==> src/inc/cfps_pkg.sv <==
// Constants and types of the charger fault-protection sequencer
package cfps_pkg;

  // ----------------------------------------------------------------
  // Time base
  // ----------------------------------------------------------------
  localparam int unsigned CLK_HZ         = 125000000;
  localparam int unsigned TICK_US        = 1;
  localparam int unsigned TICK_CYC       = CLK_HZ / 1000000 * TICK_US;
  localparam int unsigned TICK_CW        = 7;
  localparam logic [6:0]  TICK_LAST      = 7'(TICK_CYC - 1);

  // ----------------------------------------------------------------
  // Protection times, in microseconds
  // ----------------------------------------------------------------
  localparam int unsigned IOC_BLANK_US   = 2500;
  localparam int unsigned IOC_RETRY_US   = 1300000;
  localparam int unsigned IOC_WINDOW_US  = 90000000;
  localparam int unsigned OVP_PERSIST_US = 30000;
  localparam int unsigned LOWV_HOLD_US   = 1000;
  localparam int unsigned SS_STEP_US     = 240;

  localparam int unsigned TIMER_W        = 27;
  localparam int unsigned IOC_TRIP_LIMIT = 7;
  localparam int unsigned SHORT_LIMIT    = 7;
  localparam logic [2:0]  TRIP_LIMIT_3   = 3'h7;

  // ----------------------------------------------------------------
  // Option register fields
  // ----------------------------------------------------------------
  localparam int unsigned OPT_W          = 16;
  localparam int unsigned OPT_INHIBIT    = 0;
  localparam int unsigned OPT_IOC_LO     = 1;
  localparam int unsigned OPT_CMP_REF    = 4;
  localparam int unsigned OPT_HS_LO      = 7;
  localparam int unsigned OPT_FTRIM_EN   = 9;
  localparam int unsigned OPT_FTRIM_UP   = 10;

  // Input overcurrent threshold codes
  localparam logic [1:0]  IOC_OFF        = 2'h0;
  localparam logic [1:0]  IOC_X133       = 2'h1;
  localparam logic [1:0]  IOC_X166       = 2'h2;
  localparam logic [1:0]  IOC_X222       = 2'h3;

  // Charge peak overcurrent levels (6A, 9A, 12A)
  localparam logic [1:0]  PEAK_6A        = 2'h0;
  localparam logic [1:0]  PEAK_9A        = 2'h1;
  localparam logic [1:0]  PEAK_12A       = 2'h2;
  localparam int unsigned ICHG_W         = 7;
  localparam logic [6:0]  ICHG_9A_MIN    = 7'h30;
  localparam logic [6:0]  ICHG_12A_MIN   = 7'h60;

  // Soft-start in 64 mA steps: start at two steps (128 mA)
  localparam logic [6:0]  SS_START       = 7'h02;
  localparam logic [6:0]  SS_INC         = 7'h01;
  localparam logic [6:0]  LOWV_CAP       = 7'h08;

  // Switching frequency selection
  localparam logic [1:0]  FSW_NOMINAL    = 2'h0;
  localparam logic [1:0]  FSW_LOWER      = 2'h1;
  localparam logic [1:0]  FSW_HIGHER     = 2'h2;

  typedef enum logic [1:0] {
    CFPS_ST_OFF,
    CFPS_ST_SOFT,
    CFPS_ST_RUN,
    CFPS_ST_LATCH
  } cfps_state_t;

endpackage

==> src/logic/cfps_timer.sv <==
// Tick-driven down counter used for the protection intervals
`timescale 1ns/1ps
module cfps_timer
  import cfps_pkg::*;
(
  input  wire logic               ref_clk,
  input  wire logic               rst_n,
  input  wire logic               tick,
  input  wire logic               load,
  input  wire logic [TIMER_W-1:0] loadValue,
  output logic                    busy,
  output logic                    done
);

  logic [TIMER_W-1:0] count_r;

  always_ff @(posedge ref_clk)
  begin
    if (!rst_n)
    begin
      count_r <= '0;
      done    <= 1'b0;
    end
    else if (load)
    begin
      count_r <= loadValue;
      done    <= 1'b0;
    end
    else
    begin
      done <= 1'b0;
      if (tick && count_r != '0)
      begin
        count_r <= count_r - 1'b1;
        done    <= (count_r == TIMER_W'(1));
      end
    end
  end

  assign busy = (count_r != '0);

endmodule

==> src/logic/cfps_top.sv <==
// Fault sequencing and protection logic of the charge controller
`timescale 1ns/1ps
// Functional notes
// - Input current above threshold past 2.5 ms drops alarm low, stops charge.
// - After input trip, charging waits 1.3 s, restarts via soft-start if cleared.
// - Seven input trips within 90 s latch charging off until adapter reset.
// - Input trip counter clears when its 90 s window expires.
// - Two-bit option disables input protection or picks 1.33, 1.66, 2.22 multiple.
// - Peak overcurrent cuts high-side gate until the next switching cycle.
// - Peak threshold picked from 6, 9, 12 A by programmed charge current.
// - Battery overvoltage holds both gates off.
// - Overvoltage lasting over 30 ms fully disables the charger.
// - Discharge sink is on only while overvoltage is active.
// - Battery low stops charge 1 ms then soft-starts if enables hold.
// - While battery low, current capped and low-side off except refresh.
// - Thermal shutdown above upper, resume below lower through soft-start.
// - During thermal shutdown, regulator current limit is reduced.
// - Option bits enable frequency trim and select lower or higher rate.
// - Seven short events from the two comparators latch charger off.
// - Short latch clears only on supply undervoltage or adapter reset.
// - Low-side short threshold fixed; two-bit option sets high-side threshold.
// - Short comparators ignored during blanking after each gate turn-on.
// - Comparator output released when input above reference, else driven low.
// - Option bit picks lower or higher comparator reference.
// - Soft-start begins low, steps current up at fixed intervals to limit.
// - Input overcurrent and the inhibit option bit both inhibit charging.
module cfps_top
  import cfps_pkg::*;
#(
  parameter int unsigned IOC_BLANK_CYC  = IOC_BLANK_US,
  parameter int unsigned IOC_RETRY_CYC  = IOC_RETRY_US,
  parameter int unsigned IOC_WINDOW_CYC = IOC_WINDOW_US
)
(
  input  wire logic                  ref_clk,
  input  wire logic                  rst_n,
  input  wire logic [cfps_pkg::OPT_W-1:0]  optionReg,
  input  wire logic [cfps_pkg::ICHG_W-1:0] chargeCurrentSet,
  input  wire logic                  inputOvercurrent,
  input  wire logic                  chargePeakOvercurrent,
  input  wire logic                  batteryOvervoltage,
  input  wire logic                  batteryLowVoltage,
  input  wire logic                  thermalHigh,
  input  wire logic                  thermalLow,
  input  wire logic                  adapterDetectLow,
  input  wire logic                  supplyUndervoltage,
  input  wire logic                  cycleStart,
  input  wire logic                  gateOnBlankDone,
  input  wire logic                  highSideShort,
  input  wire logic                  lowSideShort,
  input  wire logic                  pwmHighReq,
  input  wire logic                  pwmLowReq,
  input  wire logic                  bootRefreshReq,
  input  wire logic                  comparatorAbove,
  output logic                       faultAlarm_n,
  output logic                       chargeEnable,
  output logic                       highSideGate,
  output logic                       lowSideGate,
  output logic                       dischargeSink,
  output logic                       regulatorLimitLow,
  output logic [1:0]                 inputOcThreshold,
  output logic [1:0]                 peakOcThreshold,
  output logic [1:0]                 highSideShortThr,
  output logic [1:0]                 switchFreqSel,
  output logic                       comparatorRefHigh,
  output logic                       comparatorOutOe,
  output logic [cfps_pkg::ICHG_W-1:0] chargeCurrentCmd,
  output logic                       latchedOff
);

  // ----------------------------------------------------------------
  // Time base and common clear
  // ----------------------------------------------------------------
  logic [TICK_CW-1:0] tickCnt_r;
  logic               tick;
  logic               clr;

  assign clr  = !rst_n || adapterDetectLow;
  assign tick = (tickCnt_r == TICK_LAST);

  always_ff @(posedge ref_clk)
  begin
    if (clr || tick)
      tickCnt_r <= '0;
    else
      tickCnt_r <= tickCnt_r + 1'b1;
  end

  // ----------------------------------------------------------------
  // Input overcurrent: blanking, retry, trip window
  // ----------------------------------------------------------------
  logic                ocEnabled;
  logic [11:0]         blank_r;
  logic                ocTrip;
  logic                retryBusy;
  logic                windowBusy;
  logic                windowLoad;
  logic [2:0]          tripCount_r;
  logic                ocLatch_r;

  assign ocEnabled = optionReg[OPT_IOC_LO +: 2] != IOC_OFF;
  assign ocTrip    = ocEnabled && inputOvercurrent && tick && !retryBusy
                     && (blank_r == 12'(IOC_BLANK_CYC - 1));

  always_ff @(posedge ref_clk)
  begin
    if (clr || !inputOvercurrent || !ocEnabled || retryBusy)
      blank_r <= '0;
    else if (tick && blank_r != 12'(IOC_BLANK_CYC - 1))
      blank_r <= blank_r + 1'b1;
  end

  cfps_timer u_retry
  (
    .ref_clk   (ref_clk),
    .rst_n     (!clr),
    .tick      (tick),
    .load      (ocTrip),
    .loadValue (TIMER_W'(IOC_RETRY_CYC)),
    .busy      (retryBusy),
    .done      ()
  );

  assign windowLoad = ocTrip && !windowBusy;

  cfps_timer u_window
  (
    .ref_clk   (ref_clk),
    .rst_n     (!clr),
    .tick      (tick),
    .load      (windowLoad),
    .loadValue (TIMER_W'(IOC_WINDOW_CYC)),
    .busy      (windowBusy),
    .done      ()
  );

  always_ff @(posedge ref_clk)
  begin
    if (clr)
      tripCount_r <= '0;
    else if (ocTrip)
      tripCount_r <= windowBusy ? tripCount_r + 1'b1 : 3'h1;
    else if (!windowBusy)
      tripCount_r <= '0;
  end

  always_ff @(posedge ref_clk)
  begin
    if (clr)
      ocLatch_r <= 1'b0;
    else if (ocTrip && windowBusy && tripCount_r == TRIP_LIMIT_3 - 3'h1)
      ocLatch_r <= 1'b1;
  end

  always_ff @(posedge ref_clk)
  begin
    if (clr)
      faultAlarm_n <= 1'b1;
    else
      faultAlarm_n <= !(retryBusy || ocTrip || ocLatch_r);
  end

  // ----------------------------------------------------------------
  // Short-circuit counting after gate blanking
  // ----------------------------------------------------------------
  logic       shortEvent;
  logic [2:0] shortCount_r;
  logic       shortLatch_r;

  assign shortEvent = gateOnBlankDone && (highSideShort || lowSideShort);

  always_ff @(posedge ref_clk)
  begin
    if (clr || supplyUndervoltage)
    begin
      shortCount_r <= '0;
      shortLatch_r <= 1'b0;
    end
    else if (shortEvent && !shortLatch_r)
    begin
      shortCount_r <= shortCount_r + 1'b1;
      if (shortCount_r == 3'(SHORT_LIMIT - 1))
        shortLatch_r <= 1'b1;
    end
  end

  // ----------------------------------------------------------------
  // Battery overvoltage, battery low, thermal
  // ----------------------------------------------------------------
  logic [14:0] ovpCnt_r;
  logic        ovpLatch_r;
  logic        lowvBusy;
  logic        lowvStart;
  logic        lowvSeen_r;
  logic        thermal_r;

  always_ff @(posedge ref_clk)
  begin
    if (clr)
    begin
      ovpCnt_r   <= '0;
      ovpLatch_r <= 1'b0;
    end
    else if (!batteryOvervoltage)
      ovpCnt_r <= '0;
    else if (tick)
    begin
      if (ovpCnt_r == 15'(OVP_PERSIST_US))
        ovpLatch_r <= 1'b1;
      else
        ovpCnt_r <= ovpCnt_r + 1'b1;
    end
  end

  always_ff @(posedge ref_clk)
  begin
    if (clr)
      lowvSeen_r <= 1'b0;
    else
      lowvSeen_r <= batteryLowVoltage;
  end

  assign lowvStart = batteryLowVoltage && !lowvSeen_r;

  cfps_timer u_lowv
  (
    .ref_clk   (ref_clk),
    .rst_n     (!clr),
    .tick      (tick),
    .load      (lowvStart),
    .loadValue (TIMER_W'(LOWV_HOLD_US)),
    .busy      (lowvBusy),
    .done      ()
  );

  always_ff @(posedge ref_clk)
  begin
    if (!rst_n)
      thermal_r <= 1'b0;
    else if (thermalHigh)
      thermal_r <= 1'b1;
    else if (thermalLow)
      thermal_r <= 1'b0;
  end

  // ----------------------------------------------------------------
  // Charge sequencing and soft-start
  // ----------------------------------------------------------------
  cfps_state_t state_r;
  logic        latch;
  logic        inhibit;
  logic [7:0]  ssCnt_r;
  logic        ssStep;

  assign latch   = ocLatch_r || shortLatch_r || ovpLatch_r;
  assign inhibit = optionReg[OPT_INHIBIT] || retryBusy || ocTrip
                   || batteryOvervoltage || lowvBusy || lowvStart
                   || thermal_r || thermalHigh;
  assign ssStep  = tick && ssCnt_r == 8'(SS_STEP_US - 1);

  always_ff @(posedge ref_clk)
  begin
    if (clr || state_r != CFPS_ST_SOFT || ssStep)
      ssCnt_r <= '0;
    else if (tick)
      ssCnt_r <= ssCnt_r + 1'b1;
  end

  always_ff @(posedge ref_clk)
  begin
    if (clr)
    begin
      state_r          <= CFPS_ST_OFF;
      chargeCurrentCmd <= '0;
    end
    else if (latch)
    begin
      state_r          <= CFPS_ST_LATCH;
      chargeCurrentCmd <= '0;
    end
    else
    begin
      case (state_r)
        CFPS_ST_OFF:
        begin
          chargeCurrentCmd <= '0;
          if (!inhibit && chargeCurrentSet != '0)
          begin
            state_r          <= CFPS_ST_SOFT;
            chargeCurrentCmd <= SS_START;
          end
        end
        CFPS_ST_SOFT, CFPS_ST_RUN:
        begin
          if (inhibit)
          begin
            state_r          <= CFPS_ST_OFF;
            chargeCurrentCmd <= '0;
          end
          else if (batteryLowVoltage && chargeCurrentCmd > LOWV_CAP)
            chargeCurrentCmd <= LOWV_CAP;
          else if (chargeCurrentCmd >= chargeCurrentSet)
          begin
            state_r          <= CFPS_ST_RUN;
            chargeCurrentCmd <= chargeCurrentSet;
          end
          else if (ssStep && !(batteryLowVoltage && chargeCurrentCmd >= LOWV_CAP))
            chargeCurrentCmd <= chargeCurrentCmd + SS_INC;
        end
        default:
          state_r <= CFPS_ST_OFF;
      endcase
    end
  end

  // ----------------------------------------------------------------
  // Gate drive, sinks and option decoding
  // ----------------------------------------------------------------
  logic peakCut_r;
  logic running;

  assign running = (state_r == CFPS_ST_SOFT || state_r == CFPS_ST_RUN) && !inhibit;

  always_ff @(posedge ref_clk)
  begin
    if (!rst_n)
      peakCut_r <= 1'b0;
    else if (chargePeakOvercurrent)
      peakCut_r <= 1'b1;
    else if (cycleStart)
      peakCut_r <= 1'b0;
  end

  always_ff @(posedge ref_clk)
  begin
    if (!rst_n)
    begin
      highSideGate <= 1'b0;
      lowSideGate  <= 1'b0;
      chargeEnable <= 1'b0;
      latchedOff   <= 1'b0;
    end
    else
    begin
      chargeEnable <= running;
      latchedOff   <= latch || state_r == CFPS_ST_LATCH;
      highSideGate <= running && pwmHighReq && !batteryOvervoltage
                      && !chargePeakOvercurrent
                      && (!peakCut_r || cycleStart);
      lowSideGate  <= running && !batteryOvervoltage
                      && (batteryLowVoltage ? bootRefreshReq : pwmLowReq);
    end
  end

  always_ff @(posedge ref_clk)
  begin
    if (!rst_n)
    begin
      dischargeSink     <= 1'b0;
      regulatorLimitLow <= 1'b0;
      comparatorOutOe   <= 1'b0;
      comparatorRefHigh <= 1'b0;
      inputOcThreshold  <= IOC_OFF;
      highSideShortThr  <= '0;
      peakOcThreshold   <= PEAK_6A;
      switchFreqSel     <= FSW_NOMINAL;
    end
    else
    begin
      dischargeSink     <= batteryOvervoltage;
      regulatorLimitLow <= thermal_r || thermalHigh;
      comparatorOutOe   <= !comparatorAbove;
      comparatorRefHigh <= optionReg[OPT_CMP_REF];
      inputOcThreshold  <= optionReg[OPT_IOC_LO +: 2];
      highSideShortThr  <= optionReg[OPT_HS_LO +: 2];
      if (chargeCurrentSet >= ICHG_12A_MIN)
        peakOcThreshold <= PEAK_12A;
      else if (chargeCurrentSet >= ICHG_9A_MIN)
        peakOcThreshold <= PEAK_9A;
      else
        peakOcThreshold <= PEAK_6A;
      if (!optionReg[OPT_FTRIM_EN])
        switchFreqSel <= FSW_NOMINAL;
      else if (optionReg[OPT_FTRIM_UP])
        switchFreqSel <= FSW_HIGHER;
      else
        switchFreqSel <= FSW_LOWER;
    end
  end

  // ----------------------------------------------------------------
  // Checks
  // ----------------------------------------------------------------
  sink_follows_ovp_a: assert property (@(posedge ref_clk) disable iff (!rst_n)
    ##1 dischargeSink == $past(batteryOvervoltage))
    else $error("discharge sink does not follow overvoltage");
  gates_off_ovp_a: assert property (@(posedge ref_clk) disable iff (!rst_n)
    batteryOvervoltage |=> !highSideGate && !lowSideGate)
    else $error("gate on during overvoltage");
  alarm_on_trip_a: assert property (@(posedge ref_clk) disable iff (clr)
    ocTrip |=> !faultAlarm_n)
    else $error("alarm not driven on input trip");
  trip_stops_charge_a: assert property (@(posedge ref_clk) disable iff (clr)
    ocTrip |=> ##1 !chargeEnable [*4])
    else $error("charge not held off after trip");
  latch_holds_a: assert property (@(posedge ref_clk) disable iff (clr)
    (state_r == CFPS_ST_LATCH) |=> !chargeEnable)
    else $error("charge resumed while latched");
  peak_cut_a: assert property (@(posedge ref_clk) disable iff (!rst_n)
    chargePeakOvercurrent && !cycleStart |=> !highSideGate)
    else $error("high side on after peak overcurrent");
  thermal_reg_a: assert property (@(posedge ref_clk) disable iff (!rst_n)
    thermalHigh |=> regulatorLimitLow && !chargeEnable)
    else $error("thermal shutdown not applied");
  short_latch_a: assert property (@(posedge ref_clk) disable iff (clr || supplyUndervoltage)
    shortLatch_r |=> ##1 latchedOff)
    else $error("short latch not reported");
  cmp_out_a: assert property (@(posedge ref_clk) disable iff (!rst_n)
    comparatorAbove |=> !comparatorOutOe)
    else $error("comparator output driven while above");

  trip_seen_c: cover property (@(posedge ref_clk) disable iff (clr) ocTrip);
  oc_latch_c: cover property (@(posedge ref_clk) disable iff (clr) $rose(ocLatch_r));
  soft_done_c: cover property (@(posedge ref_clk) disable iff (clr)
    state_r == CFPS_ST_SOFT ##1 state_r == CFPS_ST_RUN);

endmodule

==> config.mk <==
export PLATFORM = sky130hd
export DESIGN_NAME = cfps_top
export DESIGN_NICKNAME = d
export VERILOG_FILES = /design/src/inc/cfps_pkg.sv /design/src/logic/cfps_timer.sv /design/src/logic/cfps_top.sv
export SDC_FILE = /design/constraint.sdc
export NUM_CORES = 1
export LEC_CHECK = 0
export CAP_MARGIN = 0
export CORE_MARGIN = 2
export CORE_UTILIZATION = 57
export DETAILED_ROUTE_END_ITERATION = 12
export DONT_BUFFER_PORTS = 1
export PLACE_DENSITY = 0.75
export SYNTH_ARGS = -nofsm -noshare
export SYNTH_HDL_FRONTEND = slang
export SYNTH_SLANG_ARGS = --single-unit
==> constraint.sdc <==
create_clock -name ref_clk -period 2.63 [get_ports ref_clk]
set_clock_uncertainty 0.15 [all_clocks]
set_input_delay 0.3945 -clock ref_clk [delete_from_list [all_inputs] [get_ports ref_clk]]
set_output_delay 0.3945 -clock ref_clk [all_outputs]
set_load 0.005 [all_outputs]
==> reports/qor.yml, run 1 <==
grt:
  use_met2_pct: 46.86
  antenna_found_initial: 0
  globalRouteMet1Util_pct: 33.32
  use_met3_pct: 6.347
  gr-usage-all-layers_pct: 27.07
  grt_pass1_vias: 6586
  grt-ovfl-total: 0
  grt_busiest_layer: "met2"
  grt_pass1_wl_mm: 31.19
  grt_max_degree: 39
setup_path:
  rr_startpoint: "u_lowv.count_r[5]"
  r2r_slack_ps: -270
  path_class: "flip-flop to flip-flop"
  crit_chain: "or4_4, nor4_4, buf_4, nand4_1, o41a_1, or4_1, a31oi_1"
  endpoint: "state_r[1]"
  cp.required_ps: 2810
  slowest_delay_ps: 550
  startpoint: "u_lowv.count_r[5]"
  r2r_end: "state_r[1]"
  path_max_fanout: 3
  r2r_cells: 7
  cp_slowest_cell: "or4_4"
  cp.arrival_ps: 3090
  end_kind: "flip-flop"
  startpoint_type: "flip-flop"
finish:
  diodes: 0
  final_nets: 1053
  drive_gt1_share_pct: 21.74
  synthToLayoutAreaGrowth_pct: 30.28
  stdcell_count: 1170
power_and_ir_drop:
  p_leak_nw: 3.707
  p_total_mw: 5.100
  power_density_nw_per_um2: 527.8
  peakVddDrop_uv: 367.7
routing:
  vias: 6887
  route.detailed.drc: 0
  routed_wl_mm: 19.79
  dr.first_iter.drc_count: 687
  ant_nets: 0
  dr.pass1.iters: 6
  wl_per_cell_um: 16.91
  via_per_inst: 5.886
sta:
  clock.fmax_mhz: 344.6
  fin_crit_sh_pct: 110.4
  hold_viol: 0
  finalMaxSlewViolations: 0
  rsz0062_at_grt: "yes"
  worst_slack_ps: -272.2
  maxSlewHeadroom_pct: 47.38
  min_period_ps: 2902
  finalSetupViolCount: 6
  tightest_slew_ps: 787.7
min_path:
  hold_class: "input pin to flip-flop"
  worstHoldPathCells: 2
clocking:
  clk_path_buf_depth: 2
  numCtsBuffers: 17
  root_buffer: "clkbuf_16"
  tritoncts: "done"
  clk_latency_ps: 420
  clkSinkCount: 161
  clkTransAtPathRegs_ps: 60
  htree_levels: 4
run_status:
  violations: "setup timing"
  outcome: "finished, violations left"
floorplanning:
  dieArea_um2: 13940
  die_w_um: 118.1
  dieHeight_um: 118.1
  start_util_pct: 58.54
  core_um2: 12670
  row_count: 41
  ioPinCount: 65
synth:
  synth-main-ff-cell: "dfxtp_1"
  syn_nets: 919
  syn_avg_cell_area_um2: 8.716
  ys_seq_area_share_pct: 43.45
  synth-edff-count: 0
  ys_seq_elements: 161
  ys_types: 60
  synth-async-reset-ratio_pct: 0
  synth_area_um2: 7417
  synthCells: 851
  yosys_warnings: 0
placed_design:
  detailed_place_hpwl_mm: 12.72
  placed_cells: 1101
  place_ws_ps: -471.2
  gp_congestion: 0.9306
  io_buffers: 0
run:
  drv_cap: 0
## worst min-delay path by stage
stage,start,endpoint
floorplan,tickCnt_r[0],tickCnt_r[0]
detailed placement,u_window.count_r[17],u_window.count_r[17]
finish,chargeCurrentSet[5],chargeCurrentCmd[5]
global placement,u_window.count_r[17],u_window.count_r[17]
CTS,pwmLowReq,lowSideGate
global route,chargeCurrentSet[5],chargeCurrentCmd[5]
## worst max-delay path: cells and delay by family, from the launching register on
family,cells,cell delay (ps)
and+or+nand+nor,4,1450
AOI/OAI and AO/OA,2,700
DFF,1,320
buffers and inverters,1,180
## power by group
group,internal (mW),switching [mW],total [mW]
Combinational,0.0812,0.100,0.181
Clock,1.49,0.956,2.45
Sequential,2.46,0.0111,2.47
## sequential cells by signal (all words and copies together), names as in the netlist, 3 cells and up
register          flops
tickCnt_r             7
ovpCnt_r             15
tripCount_r           3
ssCnt_r               8
u_window.count_r     27
u_lowv.count_r       27
u_retry.count_r      27
blank_r              12
shortCount_r          3
chargeCurrentCmd      7
## synth_stat cells, drive strengths merged, types with 4 or more instances
master  count  area (µm²)
nor2      132       495.5
and2       14       87.58
nor4       20       125.1
nand3b      4       30.03
nor3       48       240.2
clkbuf     16       60.06
ha         27       337.8
a21oi      45       225.2
nor3b       5       42.54
or3        17       112.6
nor2b       6       37.54
a211oi      6       45.04
nand2      50       190.2
xnor2      63       551.8
xor2       45       394.1
and4        5       43.79
a31oi       5       31.28
nand3      27       135.1
inv        31       116.4
o21ai      17       85.08
dfxtp     161        3223
and3       11       68.82
or4        18       138.9
nand4      22       137.6
nand2b     12       75.07
## per-layer routing
| metal | vias up | wire (µm) |
|---|---|---|
| met4 | 0 | 471 |
| li1 | 3244 | - |
| met3 | 65 | 1238 |
| met2 | 299 | 9937 |
| met5 | - | 0 |
| met1 | 3279 | 8139 |
## layout make-up
type	count	area [µm²]
fillers	798	3008
well taps	172	215.2
repair buffers	134	1097
inverters	31	116.4
flip-flops and latches	161	3231
multi-input cells	640	4410
clock inverters	9	105.1
clock buffers	23	488.0
## metrics by stage
step / hold WS (ps) / cell area, µm² / utilization (%) / TNS, ps
floorplan: 279.7 / 7505 / - / -2892
global placement: 297.3 / 8346 / 65.86 / -1650
detailed placement: 307.6 / 8346 / 65.86 / -3042
CTS: 7.372 / 9316 / 73.53 / -660.6
global route: 42.46 / 9663 / 76.26 / -2089
finish: 23.56 / 9663 / 76.26 / -1094
## logic make-up (layout without fill, tap and decap cells)
group	Yosys count	count (layout)	synth area share [%]
adder cells (fa/ha/maj)	27	27	4.555
buffers and inverters	50	197	2.682
AND/OR/NAND/NOR	404	404	27.95
XOR/XNOR	108	108	12.75
AO/OA/AOI/OAI	97	97	8.047
flip-flops	161	161	43.45
multiplexers	4	4	0.5567
## cell usage in the layout, fill, tap and decap left out, drive strengths merged, types with 20 or more instances in the layout
cell type      n
dfxtp        161
nor2         132
buf          111
xnor2         63
nand2         50
nor3          48
xor2          45
a21oi         45
inv           31
nand3         27
ha            27
dlygate4sd3   23
clkbuf        23
nand4         22
nor4          20
## what timing repair did
item	CTS	global route
hold endpoints to repair	24	0
hold buffers	23	0
setup endpoints to repair	62	83
pin swaps	4	11
buffers inserted	4	12
gates resized for setup	22	60
Note: power is estimated with default switching activity, not from simulation.
==> run 2, diff against run 1 <==
==> constraint.sdc (replaced) <==
create_clock -name ref_clk -period 2.63 [get_ports ref_clk]
set_clock_uncertainty 0.15 [all_clocks]
set_input_delay 0.526 -clock ref_clk [delete_from_list [all_inputs] [get_ports ref_clk]]
set_output_delay 0.526 -clock ref_clk [all_outputs]
set_load 0.005 [all_outputs]
==> run 2 against run 1 <==
The flow still finishes with violations (setup timing). Via count down 1.2%. Fmax down 1.4%. Critical path depth unchanged. Critical path type unchanged.
==> reports/qor.yml, run 2 (synthesized netlist as in run 1, its figures left out) <==
grt:
  gr-usage-all-layers_pct: 26.35  # was 27.07%
  grt_pass1_wl_mm: 30.13  # was 31.19 mm
  grt_max_degree: 39  # unchanged
  grt-ovfl-total: 0  # unchanged
  grt_pass1_vias: 6630  # was 6586
  antenna_found_initial: 0  # unchanged
setup_path:
  startpoint_type: "flip-flop"  # unchanged
  cp_top_family: "simple AND/OR/NAND/NOR gates"  # unchanged
  path_class: "flip-flop to flip-flop"  # unchanged
  cp_num_buf_inv: 0  # was 1
  cp.arrival_ps: 3090  # about the same
  crit_chain: "or4_4, or3_4, or3_4, or4_4, o21bai_4, mux2i_1, a21oi_1"  # was or4_4, nor4_4, buf_4, nand4_1, o41a_1, or4_1, a31oi_1
  startpoint: "u_retry.count_r[15]"  # was u_lowv.count_r[5]
  slowest_delay_ps: 560  # was 550 ps
  end_kind: "flip-flop"  # unchanged
  rr_startpoint: "u_retry.count_r[15]"  # was u_lowv.count_r[5]
  path_max_fanout: 3  # unchanged
  cp.required_ps: 2770  # was 2810 ps
  cp_slowest_cell: "or4_4"  # unchanged
power_and_ir_drop:
  peakVddDrop_uv: 430.1  # was 367.7 µV
  pwr-share-comb_pct: 3.2  # was 3.6%
  power_density_nw_per_um2: 521.8  # was 527.8 nW/µm²
  p_int_mw: 4.000  # was 4.032 mW
  p_sw_mw: 1.131  # was 1.067 mW
  clockPowerShare_pct: 48.7  # was 48.0%
  switching_share_pct: 22.04  # was 20.93%
  p_leak_nw: 3.717  # was 3.707 nW
  p_seq_share_pct: 48.1  # was 48.4%
sta:
  tightest_slew_ps: 786.7  # was 787.7 ps
  rsz0062_at_grt: "yes"  # unchanged
  hold_viol: 0  # unchanged
  maxSlewHeadroom_pct: 47.43  # was 47.38%
  min_period_ps: 2945  # was 2902 ps
  finalSetupViolCount: 62  # was 6
  fin_crit_sh_pct: 112.0  # was 110.4%
  clock.fmax_mhz: 339.6  # was 344.6 MHz
  worst_slack_ps: -314.7  # was -272.2 ps
  setup-tns-final_ps: -4675  # was -1094 ps
  hold_ws_ps: 10.38  # was 23.56 ps
  finalMaxSlewViolations: 0  # unchanged
routing:
  dr_wl_met2_mm: 10.31  # was 9.937 mm
  via_per_inst: 5.910  # was 5.886
  routed_wl_mm: 20.17  # was 19.79 mm
  dr.pass1.iters: 5  # was 6
  met1_length_mm: 8.055  # was 8.139 mm
  dr.first_iter.drc_count: 497  # was 687
  wl_met3_mm: 1.081  # was 1.238 mm
  wl_per_cell_um: 17.53  # was 16.91 µm
  vias: 6802  # was 6887
  route.detailed.drc: 0  # unchanged
  ant_nets: 0  # unchanged
  highest_layer: "met4"  # unchanged
finish:
  final_nets: 1035  # was 1053
  seq_area_um2: 3232  # was 3231 µm²
  stdcell_count: 1151  # was 1170
  synthToLayoutAreaGrowth_pct: 32.57  # was 30.28%
  multi_input_area_um2: 4700  # was 4410 µm²
  drive_gt1_share_pct: 26.86  # was 21.74%
  reg_top3: "u_lowv.count_r: 27 flops, u_retry.count_r: 27 flops, u_window.count_r: 27 flops"  # unchanged
  layout_commonest_cell: "dfxtp_1"  # unchanged
  fillers: 789  # was 798
  diodes: 0  # unchanged
  mostFrequentLayoutCells: "154 x dfxtp_1, 112 x nor2_1, 100 x buf_4"  # was 155 x dfxtp_1, 126 x nor2_1, 104 x buf_4
clocking:
  tritoncts: "done"  # unchanged
  clkSinkCount: 161  # unchanged
  numCtsBuffers: 17  # unchanged
  clk_path_buf_depth: 2  # unchanged
  htree_levels: 4  # unchanged
  hold_buffers: 0  # was 23
  root_buffer: "clkbuf_16"  # unchanged
  clk_latency_ps: 430  # was 420 ps
  clkTransAtPathRegs_ps: 70  # was 60 ps
run_status:
  outcome: "finished, violations left"  # unchanged
  violations: "setup timing"  # unchanged
floorplanning:
  die_w_um: 118.1  # unchanged
  start_util_pct: 58.54  # unchanged
  row_count: 41  # unchanged
  core_um2: 12670  # unchanged
  ioPinCount: 65  # unchanged
  dieHeight_um: 118.1  # unchanged
  dieArea_um2: 13940  # unchanged
min_path:
  hold_class: "input pin to flip-flop"  # unchanged
  hp-start: "optionReg[10]"  # was chargeCurrentSet[5]
placed_design:
  place_ws_ps: -350.2  # was -471.2 ps
  detailed_place_hpwl_mm: 12.29  # was 12.72 mm
  placed_cells: 1091  # was 1101
  gp_congestion: 0.8808  # was 0.9306
  io_buffers: 0  # unchanged
run:
  drv_cap: 0  # unchanged
[run 2: cell types whose count changed in the layout (fill, tap and decap cells not counted), sizes merged]
cell,change
buf,+1
nand2,+1
dlygate4sd3,-23
inv,+2
clkinvlp,-3
clkinv,+3
[run 2: layer usage]
metal	vias to the layer above	track usage (%)
li1	3214	-
met1	3268	30.57
met2	251	46.06
met3	69	6.928
met4	0	10.47
met5	-	0
[run 2: worst paths after layout]
path                          endpoint  slack [ps]  cells past startpoint
setup reg to reg            state_r[0]        -310                      7
hold reg to reg   u_window.count_r[17]         320                      2
setup / recovery            state_r[0]        -310                      7
hold / removal        switchFreqSel[0]          10                      1
[run 2: stage by stage]
stage	util, %	total power, mW	instance area (µm²)
2_1_floorplan	-	2.604	7511
3_3_place_gp	65.42	2.638	8289
6_report	77.60	5.131	9833
4_1_cts	71.90	5.096	9110
3_5_place_dp	65.42	2.645	8289
5_1_grt	77.60	5.264	9833
[run 2: worst register-to-register path, stage by stage (launching register included)]
cell	delay (ps)
dfxtp_2	320
or4_4	560
or3_4	430
or3_4	370
or4_4	500
o21bai_4	160
mux2i_1	230
a21oi_1	80
[run 2: layout make-up]
cell class	count	share of cell area, %
clock inverter	11	1.323
sequential	161	32.87
multi-input combinational	641	47.79
tap	172	2.189
clock buffer	20	4.746
inverter	31	1.183
timing repair buffer	115	9.899
[run 2: repair_timing]
| action | CTS | global route |
|---|---|---|
| gates resized for setup | 34 | 112 |
| setup buffers | 10 | 14 |
| pin swaps | 8 | 43 |
| setup endpoints to repair | 69 | 84 |
| gates cloned | 0 | 5 |
[run 2: power by group through the flow]
stage                     registers (mW)  clock network (mW)  logic [mW]
after global routing                2.47                2.62       0.180
after CTS                           2.47                2.50       0.130
after detailed placement            2.52                   0       0.123
after global placement              2.52                   0       0.117
final                               2.47                2.50       0.166
after floorplan                     2.52                   0      0.0828
